[config.mk]
export PLATFORM = sky130hd
export DESIGN_NAME = psbps_top
export DESIGN_NICKNAME = d
export VERILOG_FILES = /design/src/design/psbps_buf.v /design/src/design/psbps_top.v
export VERILOG_INCLUDE_DIRS = /design/src /design/src/design
export SDC_FILE = /design/constraint.sdc
export NUM_CORES = 1
export LEC_CHECK = 0
export BUFFER_PORTS_ARGS = -buffer_cell sky130_fd_sc_hd__buf_2
export CAP_MARGIN = 40
export CORE_ASPECT_RATIO = 1.1
export CORE_MARGIN = 5
export CORE_UTILIZATION = 35
export CTS_CLUSTER_DIAMETER = 40
export DETAILED_ROUTE_END_ITERATION = 6
export GPL_TIMING_DRIVEN = 1
export RECOVER_POWER = 25
export SYNTH_ARGS = -nofsm -noshare
export SYNTH_HDL_FRONTEND = slang
export SYNTH_SLANG_ARGS = --single-unit
[constraint.sdc]
create_clock -name clk_sys_in -period 3.15 [get_ports clk_sys_in]
set_input_delay 0.4725 -clock clk_sys_in [delete_from_list [all_inputs] [get_ports clk_sys_in]]
set_output_delay 0.4725 -clock clk_sys_in [all_outputs]
set_load 0.01 [all_outputs]
[src/design/psbps_consts.vh]
`ifndef PSBPS_CONSTS_VH
`define PSBPS_CONSTS_VH

// Interface modes
`define PSBPS_MODE_UL2 2'h0
`define PSBPS_MODE_UL3 2'h1
`define PSBPS_MODE_PL2 2'h2
`define PSBPS_MODE_PL3 2'h3

// Bus widths
`define PSBPS_BW_8 2'h0
`define PSBPS_BW_16 2'h1
`define PSBPS_BW_32 2'h2

// Geometry defaults
`define PSBPS_NPORT 4
`define PSBPS_ADDR_W 5
`define PSBPS_DATA_W 32

// Byte modulus codes
`define PSBPS_MOD_ALL 2'h0
`define PSBPS_MOD_BIT_HI 1
`define PSBPS_MOD_BIT_LO 0

// Timing
`define PSBPS_SYS_CLK_NS 10
`define PSBPS_LINK_CLK_NS 125

// Reset values
`define PSBPS_PORT_RST 5'h00

`endif

[src/design/psbps_buf.v]
`timescale 1ns/10ps
// Two-entry skid buffer with registered outputs
module psbps_buf #(
	parameter W = 8
) (
	input wire clk_sys_in,
	input wire nrst_in,
	input wire in_valid_in,
	output wire in_ready_out,
	input wire [W-1:0] in_data_in,
	output wire out_valid_out,
	input wire out_ready_in,
	output wire [W-1:0] out_data_out
);
	reg [W-1:0] head_q;
	reg head_valid_q;
	reg [W-1:0] skid_q;
	reg skid_valid_q;
	wire push;
	wire free;

	assign push = in_valid_in & ~skid_valid_q;
	assign free = out_ready_in | ~head_valid_q;
	assign in_ready_out = ~skid_valid_q;
	assign out_valid_out = head_valid_q;
	assign out_data_out = head_q;

	always @(posedge clk_sys_in) begin
		if (!nrst_in) begin
			head_q <= {W{1'b0}};
			head_valid_q <= 1'b0;
			skid_q <= {W{1'b0}};
			skid_valid_q <= 1'b0;
		end else if (free) begin
			if (skid_valid_q) begin
				head_q <= skid_q;
				head_valid_q <= 1'b1;
				skid_valid_q <= 1'b0;
			end else begin
				head_q <= in_data_in;
				head_valid_q <= push;
			end
		end else if (push) begin
			skid_q <= in_data_in;
			skid_valid_q <= 1'b1;
		end
	end
endmodule

[src/design/psbps_top.v]
`timescale 1ns/10ps
`include "psbps_consts.vh"

// Summary of operation
// RULE1 - Link level 3 cell mode: selected-available output driven low constantly.
// RULE2 - Level-2 packet mode: drive output only while enabled, selected, not in reset.
// RULE3 - Link level 2 cell mode, the reset default: selected-available output floats.
// RULE4 - Link marks last transfer of each packet with end-of-packet, sampled rising edge.
// RULE5 - Cell modes ignore end-of-packet completely.
// RULE6 - Level 3 packet mode: start-of-transfer precedes data, data bus holds port address.
// RULE7 - After start-of-transfer falls, transfers go to captured in-band port.
// RULE8 - Start-of-transfer counts only while transmit enable pin is high.
// RULE9 - All modes except level 3 packet ignore start-of-transfer.
// RULE10 - Modulus 00 all bytes, 01 upper three, 10 upper two, 11 top byte.
// RULE11 - Modulus is evaluated only with end-of-packet, else treated as zero.
// RULE12 - Sixteen-bit bus in packet modes ignores modulus upper bit.
// RULE13 - Eight-bit bus, and all cell modes, ignore both modulus bits.
// RULE14 - Error on end-of-packet transfer aborts the packet in packet modes.
// RULE15 - Error sampled only with end-of-packet; ignored in cell modes.
// RULE16 - Link drives five-bit receive address, top bit first, on receive clock; code samples all five bits in parallel on one edge.
// RULE17 - Level 3 packet mode ignores the receive address bus.
// RULE18 - All receive signals are sampled on the receive clock's rising edges.
// RULE19 - Captured in-band port holds across idle cycles until next start-of-transfer.
module psbps_top #(
	parameter NPORT = `PSBPS_NPORT,
	parameter ADDR_W = `PSBPS_ADDR_W,
	parameter DATA_W = `PSBPS_DATA_W
) (
	input wire clk_sys_in,
	input wire nrst_in,
	input wire [1:0] mode_in,
	input wire [1:0] bus_width_in,
	input wire dp_reset_in,
	input wire tx_system_clock_in,
	input wire tx_enable_n_in,
	input wire tx_start_of_transfer_in,
	input wire tx_end_of_packet_in,
	input wire [1:0] tx_byte_modulus_in,
	input wire tx_packet_error_in,
	input wire [DATA_W-1:0] tx_data_in,
	input wire [ADDR_W-1:0] tx_port_address_in,
	input wire [NPORT-1:0] port_can_accept_in,
	output reg tx_selected_pkt_avail_out,
	output reg tx_selected_pkt_avail_oe_out,
	output wire word_valid_out,
	input wire word_ready_in,
	output wire [DATA_W-1:0] word_data_out,
	output wire [ADDR_W-1:0] word_port_out,
	output wire word_sop_out,
	output wire word_eop_out,
	output wire [1:0] word_modulus_out,
	output wire word_abort_out,
	output reg tx_overflow_out,
	output reg [ADDR_W-1:0] tx_port_out,
	input wire rx_system_clock_in,
	input wire [ADDR_W-1:0] rx_port_address_in,
	output reg [ADDR_W-1:0] rx_port_sel_out,
	output reg rx_port_sel_valid_out
);
	localparam TXW = DATA_W + ADDR_W + 6;
	localparam BW = DATA_W + ADDR_W + 5;
	localparam [ADDR_W-1:0] NPORT_A = NPORT;

	// One-hot transmit sequencing states
	localparam [2:0] ST_IDLE = 3'h1;
	localparam [2:0] ST_ADDR = 3'h2;
	localparam [2:0] ST_DATA = 3'h4;

	// Pin synchronisers: two stages, plus one for pre-edge data
	reg [1:0] txc_s_q;
	reg txc_prev_q;
	reg [1:0] rxc_s_q;
	reg rxc_prev_q;
	reg [TXW-1:0] txp_s1_q;
	reg [TXW-1:0] txp_s2_q;
	reg [TXW-1:0] txp_s3_q;
	reg [ADDR_W-1:0] rxa_s1_q;
	reg [ADDR_W-1:0] rxa_s2_q;
	reg [ADDR_W-1:0] rxa_s3_q;

	wire tx_edge;
	wire rx_edge;
	wire [TXW-1:0] txp_bundle;

	assign txp_bundle = {tx_enable_n_in, tx_start_of_transfer_in, tx_end_of_packet_in,
		tx_byte_modulus_in, tx_packet_error_in, tx_data_in, tx_port_address_in};

	always @(posedge clk_sys_in) begin
		if (!nrst_in) begin
			txc_s_q <= 2'h0;
			txc_prev_q <= 1'b0;
			rxc_s_q <= 2'h0;
			rxc_prev_q <= 1'b0;
			txp_s1_q <= {TXW{1'b0}};
			txp_s2_q <= {TXW{1'b0}};
			txp_s3_q <= {TXW{1'b0}};
			rxa_s1_q <= {ADDR_W{1'b0}};
			rxa_s2_q <= {ADDR_W{1'b0}};
			rxa_s3_q <= {ADDR_W{1'b0}};
		end else begin
			txc_s_q <= {txc_s_q[0], tx_system_clock_in};
			txc_prev_q <= txc_s_q[1];
			rxc_s_q <= {rxc_s_q[0], rx_system_clock_in};
			rxc_prev_q <= rxc_s_q[1];
			txp_s1_q <= txp_bundle;
			txp_s2_q <= txp_s1_q;
			txp_s3_q <= txp_s2_q;
			rxa_s1_q <= rx_port_address_in;
			rxa_s2_q <= rxa_s1_q;
			rxa_s3_q <= rxa_s2_q;
		end
	end

	assign tx_edge = txc_s_q[1] & ~txc_prev_q;
	assign rx_edge = rxc_s_q[1] & ~rxc_prev_q;

	// Sampled transmit pins, as they stood before the edge
	wire ten_n;
	wire tx_start_of_transfer;
	wire tx_end_of_packet;
	wire [1:0] tx_byte_modulus;
	wire tx_packet_error;
	wire [DATA_W-1:0] tdata;
	wire [ADDR_W-1:0] tadr;

	assign {ten_n, tx_start_of_transfer, tx_end_of_packet, tx_byte_modulus, tx_packet_error, tdata, tadr} = txp_s3_q;

	// Mode decode
	wire pkt_mode;
	wire spi3_mode;
	wire pl2_mode;
	wire ul3_mode;

	assign pkt_mode = (mode_in == `PSBPS_MODE_PL2) | (mode_in == `PSBPS_MODE_PL3);
	assign spi3_mode = (mode_in == `PSBPS_MODE_PL3);
	assign pl2_mode = (mode_in == `PSBPS_MODE_PL2);
	assign ul3_mode = (mode_in == `PSBPS_MODE_UL3);

	// Qualified transfer attributes
	wire xfer;
	wire eop_q;
	wire err_q;
	reg [1:0] mod_eff;
	wire tsx_q;

	assign xfer = tx_edge & ~ten_n & ~dp_reset_in;
	assign eop_q = pkt_mode & tx_end_of_packet; // [RULE5] [RULE4]
	assign err_q = eop_q & tx_packet_error; // [RULE15] [RULE14]
	assign tsx_q = spi3_mode & tx_start_of_transfer & ten_n; // [RULE8] [RULE9]

	always @* begin
		mod_eff = `PSBPS_MOD_ALL;
		if (eop_q) begin // [RULE11]
			case (bus_width_in)
				`PSBPS_BW_32: mod_eff = tx_byte_modulus; // [RULE10]
				`PSBPS_BW_16: mod_eff = {1'b0, tx_byte_modulus[`PSBPS_MOD_BIT_LO]}; // [RULE12]
				default: mod_eff = `PSBPS_MOD_ALL; // [RULE13]
			endcase
		end
	end

	// Port selection and in-band address tracking
	reg [2:0] st_q;
	reg [2:0] st_d;
	reg [ADDR_W-1:0] pend_addr_q;
	reg [ADDR_W-1:0] port_q;
	reg sel_valid_q;
	reg in_pkt_q;

	always @* begin
		st_d = st_q;
		case (st_q)
			ST_IDLE: begin
				if (tx_edge && tsx_q) begin
					st_d = ST_ADDR;
				end
			end
			ST_ADDR: begin
				if (tx_edge && !tsx_q) begin
					st_d = ST_DATA;
				end
			end
			ST_DATA: begin
				if (tx_edge && tsx_q) begin
					st_d = ST_ADDR;
				end
			end
			default: st_d = ST_IDLE;
		endcase
		if (!spi3_mode || dp_reset_in) begin
			st_d = ST_IDLE;
		end
	end

	always @(posedge clk_sys_in) begin
		if (!nrst_in) begin
			st_q <= ST_IDLE;
			pend_addr_q <= `PSBPS_PORT_RST;
			port_q <= `PSBPS_PORT_RST;
			sel_valid_q <= 1'b0;
		end else begin
			st_q <= st_d;
			if (dp_reset_in) begin
				sel_valid_q <= 1'b0;
			end else if (spi3_mode) begin
				if (tx_edge && tsx_q) begin
					pend_addr_q <= tdata[ADDR_W-1:0]; // [RULE6]
				end
				if (st_q == ST_ADDR && st_d == ST_DATA) begin
					port_q <= pend_addr_q; // [RULE7] [RULE19]
					sel_valid_q <= (pend_addr_q < NPORT_A);
				end
			end else if (tx_edge && ten_n) begin
				port_q <= tadr;
				sel_valid_q <= (tadr < NPORT_A);
			end
		end
	end

	// Packet framing for start-of-packet marking
	always @(posedge clk_sys_in) begin
		if (!nrst_in) begin
			in_pkt_q <= 1'b0;
		end else if (dp_reset_in || !pkt_mode) begin
			in_pkt_q <= 1'b0;
		end else if (xfer) begin
			in_pkt_q <= ~eop_q;
		end
	end

	// Word buffer toward the core
	wire buf_in_ready;
	wire buf_push;
	wire [BW-1:0] buf_in;
	wire [BW-1:0] buf_out;
	wire first_data;

	// First data after the address cycle goes straight to the new port
	assign first_data = (st_q == ST_ADDR) & (st_d == ST_DATA);
	assign buf_push = xfer & (~spi3_mode | (st_q == ST_DATA) | first_data); // [RULE7]
	assign buf_in = {tdata, first_data ? pend_addr_q : port_q, ~in_pkt_q, eop_q, mod_eff, err_q};

	psbps_buf #(
		.W(BW)
	) u_buf (
		.clk_sys_in(clk_sys_in),
		.nrst_in(nrst_in),
		.in_valid_in(buf_push),
		.in_ready_out(buf_in_ready),
		.in_data_in(buf_in),
		.out_valid_out(word_valid_out),
		.out_ready_in(word_ready_in),
		.out_data_out(buf_out)
	);

	assign {word_data_out, word_port_out, word_sop_out, word_eop_out, word_modulus_out,
		word_abort_out} = buf_out;

	// Word lost when buffer was full; sticky until reset
	always @(posedge clk_sys_in) begin
		if (!nrst_in) begin
			tx_overflow_out <= 1'b0;
		end else if (buf_push && !buf_in_ready) begin
			tx_overflow_out <= 1'b1;
		end
	end

	// Selected-port availability pin
	wire sel_ready;

	assign sel_ready = sel_valid_q & port_can_accept_in[port_q[1:0]] & buf_in_ready;

	always @(posedge clk_sys_in) begin
		if (!nrst_in) begin
			tx_selected_pkt_avail_out <= 1'b0;
			tx_selected_pkt_avail_oe_out <= 1'b0;
			tx_port_out <= `PSBPS_PORT_RST;
		end else begin
			tx_port_out <= port_q;
			if (ul3_mode) begin
				tx_selected_pkt_avail_out <= 1'b0; // [RULE1]
				tx_selected_pkt_avail_oe_out <= 1'b1; // [RULE1]
			end else if (pl2_mode) begin
				if (dp_reset_in || !sel_valid_q || ten_n) begin
					tx_selected_pkt_avail_oe_out <= 1'b0; // [RULE2]
					tx_selected_pkt_avail_out <= 1'b0;
				end else begin
					tx_selected_pkt_avail_oe_out <= 1'b1; // [RULE2]
					if (tx_edge) begin
						tx_selected_pkt_avail_out <= sel_ready;
					end
				end
			end else if (spi3_mode) begin
				tx_selected_pkt_avail_oe_out <= 1'b1;
				if (tx_edge) begin
					tx_selected_pkt_avail_out <= sel_ready;
				end
			end else begin
				tx_selected_pkt_avail_out <= 1'b0;
				tx_selected_pkt_avail_oe_out <= 1'b0; // [RULE3]
			end
		end
	end

	// Receive port address, taken on receive clock edges
	always @(posedge clk_sys_in) begin
		if (!nrst_in) begin
			rx_port_sel_out <= `PSBPS_PORT_RST;
			rx_port_sel_valid_out <= 1'b0;
		end else if (rx_edge && !spi3_mode) begin // [RULE18] [RULE17]
			rx_port_sel_out <= rxa_s3_q; // [RULE16]
			rx_port_sel_valid_out <= (rxa_s3_q < NPORT_A);
		end
	end
endmodule

# ---- Yosys cells after proc, flatten, opt, wreduce, memory -nomap -nowiden
# Index checks and enable logic that the tools add are counted.
dict set report totals {
  register_bits 265
  latchBits 0
  mem_bits_rw 0
  romBits 0
  in_bits 62
  out_inout_bits 57
  word_cells 116
  memories 0
}
dict set report op_classes {
  addsub 0
  mul 0
  div_mod_pow 0
  magnitude_cmp 4
  eq_ne 10
  shifts 0
  muxes 25
  bitwise_logic 28
  n_reduce_logical 24
}
# op n
set op_table {}
lappend op_table {{$mux 42} 1}
lappend op_table {{$mux 5} 4}
lappend op_table {{$lt 5x3->1 const B} 3}
lappend op_table {{$and 1x1->1} 13}
lappend op_table {{$mux 1} 13}
lappend op_table {{$not 1->1} 11}
lappend op_table {{$reduce_or 2->1} 5}
lappend op_table {{$mux 3} 3}
lappend op_table {{$eq 2x2->1 const B} 3}
lappend op_table {{$eq 3x3->1 const B} 2}
lappend op_table {{$logic_and 1x1->1} 6}
lappend op_table {{$pmux 3 s2} 1}
lappend op_table {{$reduce_and 3->1} 2}
lappend op_table {{$eq 2x1->1 const B} 2}
lappend op_table {{$logic_not 1->1} 4}
lappend op_table {{$logic_or 1x1->1} 4}
lappend op_table {{$or 1x1->1} 4}
lappend op_table {{$pmux 2 s2} 1}
lappend op_table {{$reduce_and 2->1} 2}
lappend op_table {{$eq 3x1->1 const B} 1}
lappend op_table {{$eq 3x2->1 const B} 1}
lappend op_table {{$lt 2x3->1 const B} 1}
lappend op_table {{$bmux 1 s2} 1}
lappend op_table {{$mux 2} 1}
lappend op_table {{2 further kinds} 2}

# ---- Longest topological paths before layout
dict set report logic_depth {
  word_depth 14
  ltp_mapped 7
  mapped_depth_nobuf 6
}

# ---- Hierarchy
# From an unflattened synthesis, not the netlist that was laid out.
dict set report unflattened {
  cells_unflattened 852
  area_unflattened_um2 9436.6
}
# mod n_inst cells_each area_per_inst_um2 seq_area_each_um2
set modules_own_cells {}
lappend modules_own_cells {psbps_top 1 470 5451.5 3583.4}
lappend modules_own_cells {psbps_buf 1 382 3985.1 1721.7}

# ---- Least setup slack after synthesis
# No wires, ideal clock.
dict set report synth_path {
  path_type {input to register}
  startpoint {input port mode_in[1]}
  endpoint {register u_buf.skid_q[33]}
  setup_ps 132
  arrival_time_ps 1526
  required_ps 3018
  slack_ps 1492
  stages 7
  path_buffers 3
  cell_sequence {buf_4 -> nand2_2 -> o311a_1 -> buf_4 -> buf_4 -> nand2_1 -> a21oi_1}
}
dict set report synth_via {
  elab_chain_cells 14
  word_cells_on_any_way 20
  classes_between {eq/ne: 2; mux: 4; bitwise: 8; reduce/logical: 6}
}
# element line_no
set synth_rtl {}
lappend synth_rtl {{from (decl)} psbps_top.v:31} ;# input wire [1:0] mode_in,
lappend synth_rtl {{$eq 2x2->1 (no line) (*)} --}
lappend synth_rtl {{$and 1x1->1 (2 in a row)} psbps_top.v:149} ;# assign tsx_q = spi3_mode & tx_start_of_transfer & ten_n;
lappend synth_rtl {{$logic_not 1->1} psbps_top.v:179} ;# if (tx_edge && !tsx_q) begin
lappend synth_rtl {{$logic_and 1x1->1} psbps_top.v:179}
lappend synth_rtl {{$mux 3} psbps_top.v:179}
lappend synth_rtl {{$pmux 3 s2} psbps_top.v:172} ;# case (st_q)
lappend synth_rtl {{$mux 3} psbps_top.v:190} ;# if (!spi3_mode || dp_reset_in) begin
lappend synth_rtl {{$eq 3x3->1} psbps_top.v:239} ;# assign first_data = (st_q == ST_ADDR) & (st_d == ST_DATA);
lappend synth_rtl {{$and 1x1->1} psbps_top.v:239}
lappend synth_rtl {{$or 1x1->1 (*)} psbps_top.v:240} ;# assign buf_push = xfer & (~spi3_mode | (st_q == ST_DATA) | first_data);
lappend synth_rtl {{$and 1x1->1 (*)} psbps_top.v:240}
lappend synth_rtl {{$and 1x1->1 (*)} psbps_buf.v:22} ;# assign push = in_valid_in & ~skid_valid_q;
lappend synth_rtl {{$reduce_and 2->1 (no line) (*)} --}
lappend synth_rtl {{to (signal assigned)} psbps_buf.v:32} ;# skid_q <= {W{1'b0}};
lappend synth_rtl {{to (signal assigned)} psbps_buf.v:44} ;# skid_q <= in_data_in;
lappend synth_rtl {{to (decl)} psbps_buf.v:17} ;# reg [W-1:0] skid_q;
# Mark *: on every way between the ends. The rest lies on a longest branch, timed or not.
# A chain may end at the register's enable or synchronous reset.

# ---- Worst setup path after layout
dict set report layout_path {
  startpoint {register st_q[0]}
  endpoint {register u_buf.skid_q[15]}
}
dict set report layout_via {
  elab_chain_cells 10
  word_cells_on_any_way 15
  classes_between {eq/ne: 4; mux: 4; bitwise: 5; reduce/logical: 2}
}
# element line_no
set layout_rtl {}
lappend layout_rtl {{from (decl)} psbps_top.v:163} ;# reg [2:0] st_q;
lappend layout_rtl {{from (signal assigned)} psbps_top.v:202} ;# st_q <= st_d;
lappend layout_rtl {{$eq 3x3->1 / $eq 3x1->1 (equally long branches)} {psbps_top.v:172, psbps_top.v:240}}
lappend layout_rtl {{$reduce_or 2->1 (no line)} --}
lappend layout_rtl {{$pmux 3 s2} psbps_top.v:172}
lappend layout_rtl {{$mux 3} psbps_top.v:190}
lappend layout_rtl {{$eq 3x3->1} psbps_top.v:239}
lappend layout_rtl {{$and 1x1->1} psbps_top.v:239}
lappend layout_rtl {{$or 1x1->1 (*)} psbps_top.v:240}
lappend layout_rtl {{$and 1x1->1 (*)} psbps_top.v:240}
lappend layout_rtl {{$and 1x1->1 (*)} psbps_buf.v:22}
lappend layout_rtl {{$reduce_and 2->1 (no line) (*)} --}
# Marks and branches as above.

==> reports/metrics.cfg <==
[outcome]
status=complete, no violations

[setup_path]
worst-path-max-fanout=20
cp-end-kind=flop
critical_path_class=flop to flop
required_ns=3.57
worst-path-buf-inv=1
cpLargestDelayFamily=compound AO/OA/AOI/OAI gates
crit_arrival_ns=2.55
path_cells=nor3b_1, o311ai_4, buf_4, nand2_1, a21oi_1
slowest_stage=o311ai_4
critPathMaxStageDelay_ns=0.79
startpoint_type=flop

[synthesis]
synth_common_cells=265 x dfxtp_1, 152 x and2_1, 93 x nand2_1, 55 x mux2i_1, 51 x nor2_1
yosysUniqueCellTypes=49
synth-compound-area-share=0.0880
synth_mux_area_frac=0.0646
async_flop_share=0
syn_avg_cell_area_um2=10.4
synth-seq-cells=265
synth_nets=901
synth_warnings=0
synth_top_family_by_area=simple AND/OR/NAND/NOR gates
synth_top_area_frac=0.610
netlist_area_um2=8690
yosys_most_used_dff=dfxtp_1
synthTopCellsByArea=dfxtp_1 61%, and2_1 11%, mux2i_1 6.3%
synth_edf_count=0
synth_xor_area_frac=0
ys_seq_area_frac=0.610
yosys.area_share.simple=0.201
synth_area_leader_cell=dfxtp_1
postSynthCellCount=837
synthAdderAreaFrac=0.00288
synth_most_common_cell=dfxtp_1

[global_routing]
grt_max_degree=86
grt_usage=0.122
grt_pass1_wl_um=28400
grt_antenna_before_repair=0
grt_pass1_vias=5542
grt.overflow.total=0

[clock_network]
cts_made_buffers=35
cts_tree=yes
htree_levels=2
clock_sinks=265
cts_root_buffer=clkbuf_16
hold_buffers=0
path_clk_slew_ns=0.06
cts_resized=0
insertion_delay_ns=0.49
clock_path_buffers=3
post-cts-setup-buffers=0

[timing]
max_freq_mhz=468
setup_viol=0
rsz0062_at_grt=no
hold_violations=0
tightest_slew_ns=1.19
maxSlewHeadroom=0.204
period_share=0.678
fin_skew_ns=0.0173
maxSlewViolCount=0
period_needed_ns=2.13
finalSetupTns_ns=0

[layout]
area_delta_synth_final_pct=22.5
design_area_um2=10700
layout-drive-gt1-share=0.202
fin_cells=1281
fillers=2389
num_antenna_cells=0
final_nets=1012

[placed_design]
io_buffers=118
hpwlAfterDp_um=11500
gp_congestion=0.812
post_dp_cell_area_um2=9520
dp.cells=1221

[detailed_routing]
drc_errors=0
dr.pass1.iters=4
drtIter0Drc=208
num_vias=5800
avgViaCountPerCell=4.53
wl_um=17500
ant_nets=0
avgRoutedWirePerCell_um=13.7

[floorplanning]
fp.dieH_um=175
core_area_um2=24500
dieArea_um2=28100
ios=119
die_width_um=160
start_util=0.355
rows=60

[pwr]
clkPwrFrac=0.504
power.total_mw=7.42
leakage_nw=4.40
powerDensity_nw_per_um2=697
power_switching_mw=1.55
internal_power_mw=5.87
vdd_drop_max_uv=304
sw_frac_of_total=0.209
pwr-share-comb=0.028
p_seq_frac=0.468

[min_path]
hp-class=primary input to flop

[run]
drv_cap=0

==> state kept, by name (all words and copies together) (netlist names), 2 cells and up <==
register and count:
txp_s1_q 43, txp_s2_q 43, txp_s3_q 43, u_buf.out_data_out 42, u_buf.skid_q 42, pend_addr_q 5
port_q 5, rx_port_sel_out 5, rxa_s1_q 5, rxa_s2_q 5, rxa_s3_q 5, tx_port_out 5
st_q 3, rxc_s_q 2, txc_s_q 2
==> cells by family after synthesis <==
family                   count (synthesis)
AND/OR/NAND/NOR                        328
AO/OA/AOI/OAI                          123
flip-flops                             265
buffers and inverters                   63
multiplexers                            56
adder cells (fa/ha/maj)                  2
==> layout make-up <==
class	instances	area (um2)	share of cell area
Tap cell	310	388	0.0364
Sequential cell	265	5310	0.498
Timing Repair Buffer	126	657	0.0617
Multi-Input combinational cell	509	3120	0.293
Inverter	11	41.3	0.00388
Clock buffer	48	1050	0.0983
Clock inverter	12	88.8	0.00834
==> worst paths after layout <==
check / start / end / slack, ns / cells after the start
setup reg to reg: st_q[0]$_SDFF_PN1_ / u_buf.skid_q[15]$_SDFFE_PN0P_ / 1.02 / 5
setup / recovery: st_q[0]$_SDFF_PN1_ / u_buf.skid_q[15]$_SDFFE_PN0P_ / 1.02 / 5
hold reg to reg: txp_s2_q[38]$_SDFF_PN0_ / txp_s3_q[38]$_SDFF_PN0_ / 0.42 / 1
hold / removal: tx_data_in[7] / txp_s1_q[12]$_SDFF_PN0_ / 0.19 / 2
==> metal layers <==
metal  up-vias  GRT usage  share of wire
met5         -          0              0
met4         0     0.0541          0.036
met3        47     0.0352          0.061
met2       141      0.199           0.47
met1      2604      0.152           0.44
li1       3008          -              -
==> power groups by stage <==
stage / clock network, mW / registers (mW) / logic [mW]
floorplan: 0 / 3.54 / 0.123
global placement: 0 / 3.54 / 0.213
detailed placement: 0 / 3.54 / 0.215
CTS: 3.86 / 3.47 / 0.215
global route: 4.01 / 3.48 / 0.235
finish: 3.74 / 3.47 / 0.207
==> cells in the final DEF, fill, tap and decap left out, drive strengths merged, types with 5 or more instances in the layout <==
cell      netlist  layout
nand2          94      94
a32oi           5       5
clkbuf         35      51
a21oi          49      49
nor2           51      51
o21ai          18      18
buf            17     123
nand2b          5       5
o22ai           6       6
a211oi         35      35
clkinvlp        0       6
inv            10      13
dfxtp         265     265
mux2i          55      55
and2          154     154
==> per-stage QoR <==
step                 util  hold WS, ns  worst slack, ns
floorplan               -        0.412             1.49
global placement    0.389        0.416            0.782
detailed placement  0.389        0.417            0.734
CTS                 0.436        0.161             1.02
global route        0.435        0.165            0.878
finish              0.435        0.186             1.02
No activity file was read; power rests on OpenSTA's default activity.
